[config.mk]
export PLATFORM = sky130hd
export DESIGN_NAME = cagen_core
export DESIGN_NICKNAME = d
export VERILOG_FILES = /design/src/hw/cagen_pkg.sv /design/src/hw/cagen_core.sv
export SDC_FILE = /design/constraint.sdc
export NUM_CORES = 1
export LEC_CHECK = 0
export BUFFER_PORTS_ARGS = -buffer_cell sky130_fd_sc_hd__clkbuf_2
export CAP_MARGIN = 20
export CORE_MARGIN = 1.5
export CORE_UTILIZATION = 52
export DETAILED_ROUTE_END_ITERATION = 10
export GPL_TIMING_DRIVEN = 0
export PLACE_DENSITY = 0.87
export SLEW_MARGIN = 20
export SYNTH_ARGS = -nofsm -noshare
export SYNTH_HDL_FRONTEND = slang
export SYNTH_SLANG_ARGS = --single-unit
[constraint.sdc]
create_clock -name clk_sys_i -period 11.1 [get_ports clk_sys_i]
set_input_delay 1.11 -clock clk_sys_i [delete_from_list [all_inputs] [get_ports clk_sys_i]]
set_output_delay 1.11 -clock clk_sys_i [all_outputs]
set_load 0.005 [all_outputs]
[src/hw/cagen_pkg.sv]
// package: constants and types for the address generation block
// Contract
// [RULE1] table call takes entry selected by opcode bits 1..5 from 40H..7FH
// [RULE2] register branch loads accumulator pair into program counter
// [RULE3] multiply takes A times X, product into accumulator pair
// [RULE4] word divide reads and writes accumulator pair implicitly
// [RULE5] decimal adjust and digit rotate operate on A implicitly
// [RULE6] register operand chosen by bank flags plus 3-bit code
// [RULE7] byte regs X,A,C,B,E,D,L,H = 0..7; pairs AX,BC,DE,HL = 0..3
// [RULE8] direct addressing uses full 16-bit immediate as address
// [RULE9] direct encoding: low address byte first, then high byte
// [RULE10] short direct reaches only FE20H..FF1FH with 8-bit offset
// [RULE11] short direct bit 8 is 1 for 00H..1FH, else 0; page FE00H
// [RULE12] software gives even addresses for word short direct operands
// [RULE13] special register address is FF00H plus 8-bit immediate
// [RULE14] software names only even 16-bit capable special registers
// [RULE15] register indirect uses named pair of selected bank as address
// [RULE16] based adds zero-extended offset to base pair, carry dropped
// [RULE17] based indexed adds B or C to base pair, carry dropped
// [RULE18] push, pop, call, return, interrupt save address via stack pointer; here only push and pop use sp_o, table call does not
// [RULE19] software keeps the stack in internal high-speed RAM
// [RULE20] table entry is low byte first at 40H plus twice index
// [RULE21] push predecrements stack pointer, pop postincrements it
package cagen_pkg;

  // ------------------------------------------------------------
  // address constants
  // ------------------------------------------------------------
  localparam logic [15:0] CAGEN_TABLE_BASE  = 16'h0040;
  localparam logic [15:0] CAGEN_SHORT_PAGE  = 16'hFE00;
  localparam logic [15:0] CAGEN_SFR_BASE    = 16'hFF00;
  localparam logic [7:0]  CAGEN_SHORT_SPLIT = 8'h20;
  localparam int          CAGEN_SHORT_BIT   = 8;
  localparam int          CAGEN_TIDX_LSB    = 1;
  localparam int          CAGEN_TIDX_MSB    = 5;
  localparam logic [15:0] CAGEN_PC_RESET    = 16'h0000;
  localparam logic [15:0] CAGEN_SP_RESET    = 16'hFF00;
  localparam logic [1:0]  CAGEN_BANK_RESET  = 2'h0;

  // ------------------------------------------------------------
  // register codes
  // ------------------------------------------------------------
  localparam logic [2:0] CAGEN_R_X = 3'h0;
  localparam logic [2:0] CAGEN_R_A = 3'h1;
  localparam logic [2:0] CAGEN_R_C = 3'h2;
  localparam logic [2:0] CAGEN_R_B = 3'h3;
  localparam logic [2:0] CAGEN_R_L = 3'h6;
  localparam logic [2:0] CAGEN_R_H = 3'h7;
  localparam logic [1:0] CAGEN_RP_ACC  = 2'h0;
  localparam logic [1:0] CAGEN_RP_BASE = 2'h3;

  // ------------------------------------------------------------
  // operation codes presented to the block
  // ------------------------------------------------------------
  typedef enum logic [3:0] {
    CAGEN_OP_NONE,
    CAGEN_OP_TABLE_CALL,
    CAGEN_OP_REG_BRANCH,
    CAGEN_OP_MULTIPLY,
    CAGEN_OP_DIVIDE,
    CAGEN_OP_ACC_IMPLIED,
    CAGEN_OP_REG,
    CAGEN_OP_DIRECT,
    CAGEN_OP_SHORT,
    CAGEN_OP_SFR,
    CAGEN_OP_REG_IND,
    CAGEN_OP_BASED,
    CAGEN_OP_BASED_IDX,
    CAGEN_OP_PUSH,
    CAGEN_OP_POP
  } cagen_op_t;

  // request from the decoder
  typedef struct packed {
    cagen_op_t   op;
    logic [7:0]  opcode;
    logic [7:0]  imm_low;
    logic [7:0]  imm_high;
    logic [2:0]  reg_code;
    logic [1:0]  pair_code;
    logic        index_b;
  } cagen_req_t;

  // operand answer
  typedef struct packed {
    logic        mem_valid;
    logic [15:0] mem_addr;
    logic        reg_valid;
    logic        reg_word;
    logic [4:0]  reg_index;
    logic        dst_valid;
    logic        dst_word;
    logic [4:0]  dst_index;
  } cagen_opnd_t;

endpackage : cagen_pkg

[src/hw/cagen_core.sv]
// address generation for branch targets and operand effective addresses
`timescale 1ns/10ps
module cagen_core
(
  // clock and reset
  input  wire logic                   clk_sys_i,
  input  wire logic                   reset_i,
  input  wire logic                   clk_en_i,
  // bank select flags
  input  wire logic                   bank_select_low_i,
  input  wire logic                   bank_select_high_i,
  // decoder request
  input  wire logic                   req_valid_i,
  input  wire cagen_pkg::cagen_req_t  req_i,
  // register file reads of selected bank
  input  wire logic [15:0]            rf_pair_i,
  input  wire logic [15:0]            rf_base_pair_i,
  input  wire logic [7:0]             rf_index_i,
  input  wire logic [15:0]            acc_pair_i,
  // table entry fetch data
  input  wire logic [15:0]            table_data_i,
  // program counter and stack pointer state
  output logic [15:0]                 pc_o,
  output logic [15:0]                 sp_o,
  output logic                        pc_load_o,
  // register file select
  output logic [4:0]                  rf_pair_sel_o,
  output logic [4:0]                  rf_base_sel_o,
  output logic [4:0]                  rf_index_sel_o,
  // table fetch address
  output logic [15:0]                 table_addr_o,
  // operand answer
  output logic                        opnd_valid_o,
  output cagen_pkg::cagen_opnd_t      opnd_o
);
  import cagen_pkg::*;

  // ------------------------------------------------------------
  // helpers
  // ------------------------------------------------------------
  // absolute byte register index within bank
  function automatic logic [4:0] byte_index(input logic [1:0] bank,
                                             input logic [2:0] code);
    byte_index = {bank, code};
  endfunction : byte_index

  // pair index: low byte register of pair
  function automatic logic [4:0] pair_index(input logic [1:0] bank,
                                             input logic [1:0] code);
    pair_index = {bank, code, 1'b0};
  endfunction : pair_index

  // 16-bit add of zero-extended byte, carry dropped
  function automatic logic [15:0] add_byte(input logic [15:0] base,
                                            input logic [7:0]  offs);
    logic [16:0] sum;
    sum      = {1'b0, base} + {9'h000, offs};
    add_byte = sum[15:0];
  endfunction : add_byte

  // ------------------------------------------------------------
  // combinational address forming
  // ------------------------------------------------------------
  logic [1:0]  bank;
  logic [4:0]  tidx;
  logic [15:0] short_addr;
  logic [15:0] direct_addr;
  logic [15:0] sfr_addr;
  logic [7:0]  idx_code;

  assign bank = {bank_select_high_i, bank_select_low_i};
  assign tidx = req_i.opcode[CAGEN_TIDX_MSB:CAGEN_TIDX_LSB]; // [RULE1]
  // entry address = 40H + 2*index, low byte first
  assign table_addr_o = CAGEN_TABLE_BASE + {10'h000, tidx, 1'b0}; // [RULE20]
  assign direct_addr  = {req_i.imm_high, req_i.imm_low}; // [RULE8] [RULE9]
  // page FE00H, bit 8 set below split
  assign short_addr = CAGEN_SHORT_PAGE
                    | {7'h00,
                       (req_i.imm_low < CAGEN_SHORT_SPLIT),
                       req_i.imm_low}; // [RULE10] [RULE11]
  assign sfr_addr = CAGEN_SFR_BASE | {8'h00, req_i.imm_low}; // [RULE13]
  assign idx_code = {5'h00, (req_i.index_b ? CAGEN_R_B : CAGEN_R_C)};

  assign rf_pair_sel_o  = pair_index(bank, req_i.pair_code); // [RULE15]
  assign rf_base_sel_o  = pair_index(bank, CAGEN_RP_BASE); // [RULE16]
  assign rf_index_sel_o = byte_index(bank, idx_code[2:0]); // [RULE17]

  // ------------------------------------------------------------
  // operand answer register
  // ------------------------------------------------------------
  cagen_opnd_t opnd_next;
  logic        sp_dec;
  logic        sp_inc;

  always_comb
  begin
    opnd_next = '0;
    sp_dec    = 1'b0;
    sp_inc    = 1'b0;
    case (req_i.op)
      CAGEN_OP_MULTIPLY:
      begin
        opnd_next.reg_valid = 1'b1; // [RULE3]
        opnd_next.reg_index = byte_index(bank, CAGEN_R_X);
        opnd_next.dst_valid = 1'b1;
        opnd_next.dst_word  = 1'b1;
        opnd_next.dst_index = pair_index(bank, CAGEN_RP_ACC);
      end
      CAGEN_OP_DIVIDE:
      begin
        opnd_next.reg_valid = 1'b1; // [RULE4]
        opnd_next.reg_word  = 1'b1;
        opnd_next.reg_index = pair_index(bank, CAGEN_RP_ACC);
        opnd_next.dst_valid = 1'b1;
        opnd_next.dst_word  = 1'b1;
        opnd_next.dst_index = pair_index(bank, CAGEN_RP_ACC);
      end
      CAGEN_OP_ACC_IMPLIED:
      begin
        opnd_next.dst_valid = 1'b1; // [RULE5]
        opnd_next.dst_index = byte_index(bank, CAGEN_R_A);
      end
      CAGEN_OP_REG:
      begin
        opnd_next.reg_valid = 1'b1; // [RULE6] [RULE7]
        opnd_next.reg_index = byte_index(bank, req_i.reg_code);
      end
      CAGEN_OP_DIRECT:
      begin
        opnd_next.mem_valid = 1'b1; // [RULE8]
        opnd_next.mem_addr  = direct_addr;
      end
      CAGEN_OP_SHORT:
      begin
        opnd_next.mem_valid = 1'b1; // [RULE10]
        opnd_next.mem_addr  = short_addr;
      end
      CAGEN_OP_SFR:
      begin
        opnd_next.mem_valid = 1'b1; // [RULE13]
        opnd_next.mem_addr  = sfr_addr;
      end
      CAGEN_OP_REG_IND:
      begin
        opnd_next.mem_valid = 1'b1; // [RULE15]
        opnd_next.mem_addr  = rf_pair_i;
      end
      CAGEN_OP_BASED:
      begin
        opnd_next.mem_valid = 1'b1; // [RULE16]
        opnd_next.mem_addr  = add_byte(rf_base_pair_i, req_i.imm_low);
      end
      CAGEN_OP_BASED_IDX:
      begin
        opnd_next.mem_valid = 1'b1;
        opnd_next.mem_addr  = add_byte(rf_base_pair_i, rf_index_i); // [RULE17]
      end
      CAGEN_OP_PUSH:
      begin
        opnd_next.mem_valid = 1'b1; // [RULE18] [RULE21]
        opnd_next.mem_addr  = sp_o - 16'h0001;
        sp_dec              = 1'b1;
      end
      CAGEN_OP_POP:
      begin
        opnd_next.mem_valid = 1'b1; // [RULE18] [RULE21]
        opnd_next.mem_addr  = sp_o;
        sp_inc              = 1'b1;
      end
      default:
      begin
        opnd_next = '0;
      end
    endcase
  end

  always_ff @(posedge clk_sys_i)
  begin
    if (reset_i)
    begin
      opnd_valid_o <= 1'b0;
      opnd_o       <= '0;
    end
    else if (clk_en_i)
    begin
      opnd_valid_o <= req_valid_i;
      opnd_o       <= req_valid_i ? opnd_next : '0;
    end
  end

  // ------------------------------------------------------------
  // stack pointer
  // ------------------------------------------------------------
  always_ff @(posedge clk_sys_i)
  begin
    if (reset_i)
      sp_o <= CAGEN_SP_RESET;
    else if (clk_en_i && req_valid_i && sp_dec)
      sp_o <= sp_o - 16'h0001; // [RULE21]
    else if (clk_en_i && req_valid_i && sp_inc)
      sp_o <= sp_o + 16'h0001; // [RULE21]
  end

  // ------------------------------------------------------------
  // program counter branch loads
  // ------------------------------------------------------------
  always_ff @(posedge clk_sys_i)
  begin
    if (reset_i)
    begin
      pc_o      <= CAGEN_PC_RESET;
      pc_load_o <= 1'b0;
    end
    else if (clk_en_i)
    begin
      pc_load_o <= 1'b0;
      if (req_valid_i && req_i.op == CAGEN_OP_TABLE_CALL)
      begin
        pc_o      <= table_data_i; // [RULE1]
        pc_load_o <= 1'b1;
      end
      else if (req_valid_i && req_i.op == CAGEN_OP_REG_BRANCH)
      begin
        pc_o      <= acc_pair_i; // [RULE2]
        pc_load_o <= 1'b1;
      end
    end
  end

endmodule : cagen_core

==> results of run 1 <==
==> through the flow <==
stage	std cells	cell area (um^2)	setup slack, ns	util
finish	904	5890	6.19	0.679
global placement	888	5700	6.16	0.656
global route	904	5890	6.05	0.679
floorplan	606	4690	6.84	-
CTS	904	5890	6.39	0.679
detailed placement	888	5700	6.04	0.656
==> area by class of cell <==
| class | instances | area share |
|---|---|---|
| Multi-Input combinational cell | 450 | 0.498 |
| Timing Repair Buffer | 174 | 0.148 |
| Buffer | 81 | 0.0766 |
| Tap cell | 108 | 0.0229 |
| Clock inverter | 7 | 0.0123 |
| Clock buffer | 9 | 0.0210 |
| Inverter | 12 | 0.00764 |
| Sequential cell | 63 | 0.214 |
==> logic make-up (layout without fill, tap and decap cells) <==
group	after synthesis	after routing	share of synthesized area
AO/OA/AOI/OAI	158	158	0.237
XOR/XNOR	28	28	0.0546
flip-flops	63	63	0.273
buffers and inverters	93	283	0.107
adder cells (fa/ha/maj)	14	14	0.0395
AND/OR/NAND/NOR	203	203	0.225
multiplexers	28	28	0.0627
other	2	19	0.00162
==> layout by cell type, fill, tap and decap left out, types with 12 or more instances in the layout <==
cell type	instances
conb_1	19
a21oi_1	29
xnor2_1	17
o21ai_0	30
clkbuf_2	175
ha_1	13
nor2_1	59
inv_1	12
dfxtp_1	63
buf_4	33
a22oi_1	17
nand3_1	21
mux2i_1	20
a211oi_1	26
clkbuf_1	35
nand2_1	45
==> worst min-delay path, delay by kind of cell, from the launching register on <==
family | cells | cell delay, ns
flops | 1 | 0.32
simple gates | 1 | 0.06
compound gates | 1 | 0.06
==> Yosys cell counts (all sizes together), types with 4 or more instances <==
library cell  count
or3               6
xor2             10
nand4            10
ha               13
a211oi           26
nand3            21
nor2             59
mux2              8
o21ai            30
nor4              9
a22oi            17
inv              12
nand2            45
and4b             4
clkbuf           36
nand2b            5
dfxtp            63
mux2i            20
o211ai            6
buf              45
nor2b             8
xnor2            18
a21oi            29
a221oi           10
or2               5
and3              6
and2              5
nor3              7
==> metal layers <==
| layer | share of wire | GRT usage | vias to the layer above | wire length (um) |
|---|---|---|---|---|
| li1 | - | - | 2516 | - |
| met5 | 0 | 0 | - | 0 |
| met1 | 0.43 | 0.429 | 2482 | 6630 |
| met3 | 0.078 | 0.0424 | 29 | 1220 |
| met4 | 0.020 | 0.105 | 0 | 310 |
| met2 | 0.48 | 0.524 | 280 | 7400 |
==> worst paths after layout <==
kind | end | startpoint | depth (start not counted) | slack [ns]
min | opnd_o[0] | opnd_o[0] | 2 | 0.48
min reg2reg | opnd_o[0] | opnd_o[0] | 2 | 0.48
max | opnd_o[27] | req_i[30] | 13 | 6.19
max reg2reg | opnd_o[24] | sp_o[0] | 9 | 8.16
==> registers in the layout, indices dropped and copies added (netlist names) <==
name	cells
opnd_o	29
pc_load_o	1
sp_o	16
opnd_valid_o	1
pc_o	16
==> power by group through the flow <==
| stage | combinational (uW) | sequential (uW) | clock (uW) |
|---|---|---|---|
| 3_3_place_gp | 115 | 237 | 0 |
| 2_1_floorplan | 71.6 | 237 | 0 |
| 6_report | 121 | 232 | 204 |
| 5_1_grt | 131 | 232 | 213 |
| 3_5_place_dp | 117 | 237 | 0 |
| 4_1_cts | 118 | 232 | 203 |
==> impl_metrics.csv, run 1 <==
group,metric,value,unit
layout,final_layout_size_suffix_gt1_frac,0.317,
clocking,cts_tree,"yes",
synthesis,yosysSeqAreaShare,0.273,
power,switching_share,0.303,
clocking,clock_path_buffers,2,
synthesis,synth_edf_count,0,
critical_path,end_kind,"flop",
job,drv_cap,0,
clocking,ctsHoldBuffers,0,
sta,slew_violations,0,
global_route,grt_max_degree,13,
die,coreArea,8680,um^2
power,pwr-share-clk,0.366,
drt,first_pass_iters,6,
sta,fin_hold_ws,0.476,ns
global_route,grt_usage,0.318,
power,ir_drop,55.4,uV
drt,num_vias,5307,
synthesis,yosysWarnings,0,
power,power.density,94.4,nW/um^2
power,power_frac_comb,0.217,
clocking,post_cts_buffers,0,
synthesis,syn-cell-area,4630,um^2
clocking,clock-root-buffer,"clkbuf_8",
layout,diodes,0,
drt,ant_nets,0,
layout,fin_nets,917,
sta,finClkSkew,0.0114,ns
synthesis,synth_top_cell_area_share,0.273,
critical_path,cp_top_family,"simple AND/OR/NAND/NOR gates",
power,seq_power_share,0.417,
layout,regArea,1260,um^2
sta,rsz0062_at_grt,"no",
synthesis,synth.area.top_cells,"dfxtp_1, buf_4, nor2_1, mux2i_1, a211oi_1",
critical_path,cp-start-kind,"primary input",
sta,setup_viol,0,
drt,postRouteWirelength,15600,um
clocking,htree_levels,3,
synthesis,yosys_most_used_dff,"dfxtp_1",
synthesis,async_flop_share,0,
clocking,clkTransAtPathRegs,0.08,ns
sta,hold_viol,0,
critical_path,cp.arrival,5.16,ns
sta,tns,0,ns
die,pin_count,208,
clocking,numCtsBuffers,9,
outcome,status,"completed",
sta,tightest_slew,0.977,ns
power,power_switching,169,uW
synthesis,syn_avg_cell_area,7.86,um^2
synthesis,postSynthCellCount,589,
clocking,cts.sinks,63,
sta,slew_headroom,0.332,
drt,drc,0,
layout,multi_input_area,2930,um^2
clocking,clock_latency,0.35,ns
global_route,grt_pass1_vias,4856,
layout,fill_cells,793,
global_route,antenna_found_initial,0,
drt,routed_via_density,5.87,
die,die_area,9470,um^2
synthesis,yosys_register_bits,63,
sta,fmax,0.204,GHz
drt,initialDrtViolationCount,444,
critical_path,critical_path.max_stage_delay,0.90,ns
die,die_x,97.3,um
power,total_power,556,uW
sta,fin_crit_sh,0.442,
power,internal-power,388,uW
die,start_util,0.533,
global_route,grt_pass1_wl,24500,um
critical_path,cp_cell_sequence,"clkbuf_1 > buf_2 > nor2_1 > and3_1 > clkbuf_1 > mux2_2 > ha_1 > a21oi_1 > a2111oi_0 > nor3_1 > nor4_1 > nor3_1 > a221oi_1",
place,portBuffers,174,
die,rows,34,
place,dp_hpwl,12300,um
critical_path,worstPathRequired,11.35,ns
drt,wl_per_cell,17.2,um
critical_path,path_class,"primary input to flop",
global_route,grt_overflow,0,
synthesis,yosysTopAreaCell,"dfxtp_1",
power,power_leakage,0.00268,uW
sta,period_needed,4.91,ns
synthesis,ys_types,64,
critical_path,cpMaxStageDelayCell,"a2111oi_0",
clocking,cts_resized,0,
layout,area_growth,27.4,%
critical_path,path_buf_inv,3,
critical_path,cp_max_fo,10,
place,gp_congestion,0.948,
die,die_h,97.3,um
hold_path,hold_path.class,"flop to flop",
Note: power is estimated with default switching activity, not from simulation.
==> run 2, diff against run 1 <==
Settings changed: ABC_AREA set to 1, CORE_UTILIZATION 52 to 49, PLACE_DENSITY 0.87 to 0.82.
Clock period 11.1 ns to 4.75 ns, I/O delays scaled along.
==> run 2 against run 1 <==
Total power is 130% higher. Utilization is 4.4 points lower. Largest power group unchanged. Setup slack worse by 4.5 ns. Critical path depth is 8 higher. Sequential share of layout area is 0.88 points lower.
==> impl_metrics.csv, run 2 <==
group,metric,value,unit
critical_path,cp-start-kind,"primary input",
die,rows,36,
sta,fin_crit_sh,0.653,
global_route,grt_pass1_wl,23700,um
place,portBuffers,176,
clocking,cts_tree,"yes",
layout,diodes,0,
global_route,grt_util_met1,0.373,
global_route,grt_pass1_vias,5073,
global_route,grtUsageMet2,0.478,
critical_path,cp.arrival,3.39,ns
synthesis,yosysSeqAreaShare,0.260,
critical_path,end_kind,"flop",
global_route,top_usage_layer,"met2",
die,pin_count,208,
clocking,cts.sinks,63,
drt,first_pass_iters,6,
layout,largest_reg_flops,29,
die,coreArea,9680,um^2
global_route,grt_usage,0.289,
layout,layout_common_cells,"nand2_1, clkbuf_2, inv_1, nand3_1, dfxtp_1",
critical_path,path_class,"primary input to flop",
global_route,grt_overflow,0,
place,placedInstanceArea,5960,um^2
layout,area_growth,26.8,%
synthesis,yosys-top-cells-count,"nand2_1, inv_1, nand3_1",
clocking,numCtsBuffers,9,
place,gp_congestion,0.998,
power,power.density,211,nW/um^2
synthesis,yosys_register_bits,63,
die,die_area,10500,um^2
drt,drc,0,
synthesis,postSynthCellCount,807,
sta,finClkSkew,0.0108,ns
die,start_util,0.500,
power,ir_drop,136,uV
power,power_leakage,0.00339,uW
hold_path,whs_endpoint,"opnd_o[9]",
synthesis,yosys_most_used_dff,"dfxtp_1",
hold_path,whs_path_depth,3,
hold_path,worstHoldStart,"req_i[5]",
layout,final_area,6150,um^2
layout,fin_nets,1137,
sta,rsz0062_at_grt,"no",
synthesis,synth.area.top_cells,"dfxtp_1, nand2_1, nand3_1, inv_1, a21oi_1",
clocking,clock-root-buffer,"clkbuf_8",
synthesis,synth.most_common_cell,"nand2_1",
global_route,use_met3,0.0458,
global_route,antenna_found_initial,0,
sta,tightest_slew,0.557,ns
sta,fmax,0.322,GHz
die,die_x,102,um
outcome,status,"completed",
critical_path,worstRegToRegCells,8,
layout,final_common_cell,"nand2_1",
layout,fill_cells,1009,
clocking,clock_latency,0.36,ns
synthesis,synth_top_cell_area_share,0.260,
critical_path,r2r_setup_slack,2.69,ns
die,die_h,102,um
sta,setup_viol,0,
place,dp_hpwl,12200,um
synthesis,async_flop_share,0,
clocking,clock_path_buffers,2,
layout,regMostFlops,"opnd_o",
sta,hold_viol,0,
drt,postRouteWirelength,15300,um
synthesis,syn_avg_cell_area,6.00,um^2
clocking,ctsHoldBuffers,0,
layout,final_layout_size_suffix_gt1_frac,0.251,
critical_path,rr_startpoint,"sp_o[0]",
critical_path,cp_max_fo,10,
clocking,htree_levels,3,
synthesis,yosysTopAreaCell,"dfxtp_1",
sta,slew_headroom,0.625,
drt,wl_per_cell,13.3,um
sta,period_needed,3.10,ns
synthesis,yosysWarnings,0,
hold_path,hold_path.class,"primary input to flop",
drt,ant_nets,0,
synthesis,ys_types,36,
layout,top_regs,"opnd_o: 29 flops, pc_o: 16 flops, sp_o: 16 flops",
sta,slew_violations,0,
drt,routed_via_density,5.09,
synthesis,syn-cell-area,4850,um^2
clocking,cts_resized,0,
job,drv_cap,0,
critical_path,worstPathRequired,5.04,ns
sta,tns,0,ns
synthesis,synth_edf_count,0,
critical_path,crit_start,"req_i[31]",
clocking,clkTransAtPathRegs,0.08,ns
drt,initialDrtViolationCount,388,
drt,num_vias,5850,
critical_path,regToRegEndpoint,"sp_o[14]",
global_route,grt_max_degree,12,
clocking,post_cts_buffers,0,
run 2: cell count changes in the layout (fill, tap and decap cells not counted), moves of 14 or more:
cell and change:
mux2i_1 -20, xnor2_1 -16, nand2_1 +219, a22oi_1 -15
inv_1 +84, clkbuf_1 -21, o211ai_1 +14, a211oi_1 -23
nand3_1 +57, a21oi_1 +21
run 2: logic make-up after synthesis:
kind of cell / count (synthesis) / synth area share
fa+ha+maj: 14 / 0.0377
buf+inv: 159 / 0.155
other cells: 2 / 0.00155
simple gates: 427 / 0.365
compound gates: 130 / 0.159
flops: 63 / 0.260
xor+xnor: 12 / 0.0217
run 2: final cells by class:
| cell class | count | area, um^2 | share of cell area |
|---|---|---|---|
| multi-input cells | 602 | 2900 | 0.471 |
| flip-flops and latches | 63 | 1260 | 0.205 |
| repair buffers | 176 | 881 | 0.143 |
| plain buffers | 60 | 379 | 0.0617 |
| inverters | 99 | 372 | 0.0605 |
| well taps | 133 | 166 | 0.0271 |
| clock buffers | 10 | 128 | 0.0208 |
| clock inverters | 6 | 61.3 | 0.00998 |
run 2: worst max path at each step:
stage | to | cells past startpoint
after floorplan | opnd_o[26] | 20
after global placement | opnd_o[26] | 21
after detailed placement | opnd_o[26] | 21
after CTS | opnd_o[26] | 21
after global routing | opnd_o[22] | 20
final | opnd_o[26] | 21
run 2: layer usage:
metal	up-vias	part of all wire
met1	2553	0.42
li1	2952	-
met5	-	0
met2	301	0.47
met3	44	0.080
met4	0	0.034
run 2: through the flow:
step                 util  hold WS (ns)  setup slack, ns  cells  power (uW)
floorplan               -         0.458             2.10    824         724
global placement    0.615         0.450             1.36   1133         829
detailed placement  0.615         0.456             1.34   1133         832
CTS                 0.635         0.348             1.67   1149        1300
global route        0.635         0.354             1.29   1149        1360
finish              0.635         0.346             1.65   1149        1300
run 2: critical path, cell delays in order:
cell      delay [ns]
clkbuf_2        0.13
nor2_1          0.22
nand2_1         0.22
inv_1           0.15
clkbuf_1        0.37
nand2_1         0.08
o21ai_0         0.09
ha_1            0.24
inv_1           0.07
fa_1            0.41
inv_1           0.09
nand3_1         0.07
nand3_1         0.12
nand3_1         0.11
nand2_1         0.12
nand2_1         0.06
nand2_1         0.06
nand3_1         0.06
nand2_1         0.07
nand2_1         0.05
a21oi_1         0.11
run 2: where the power goes:
group / internal, uW / switching (uW)
Combinational: 116 / 163
Clock: 241 / 233
Sequential: 538 / 8.30
Total: 894 / 404
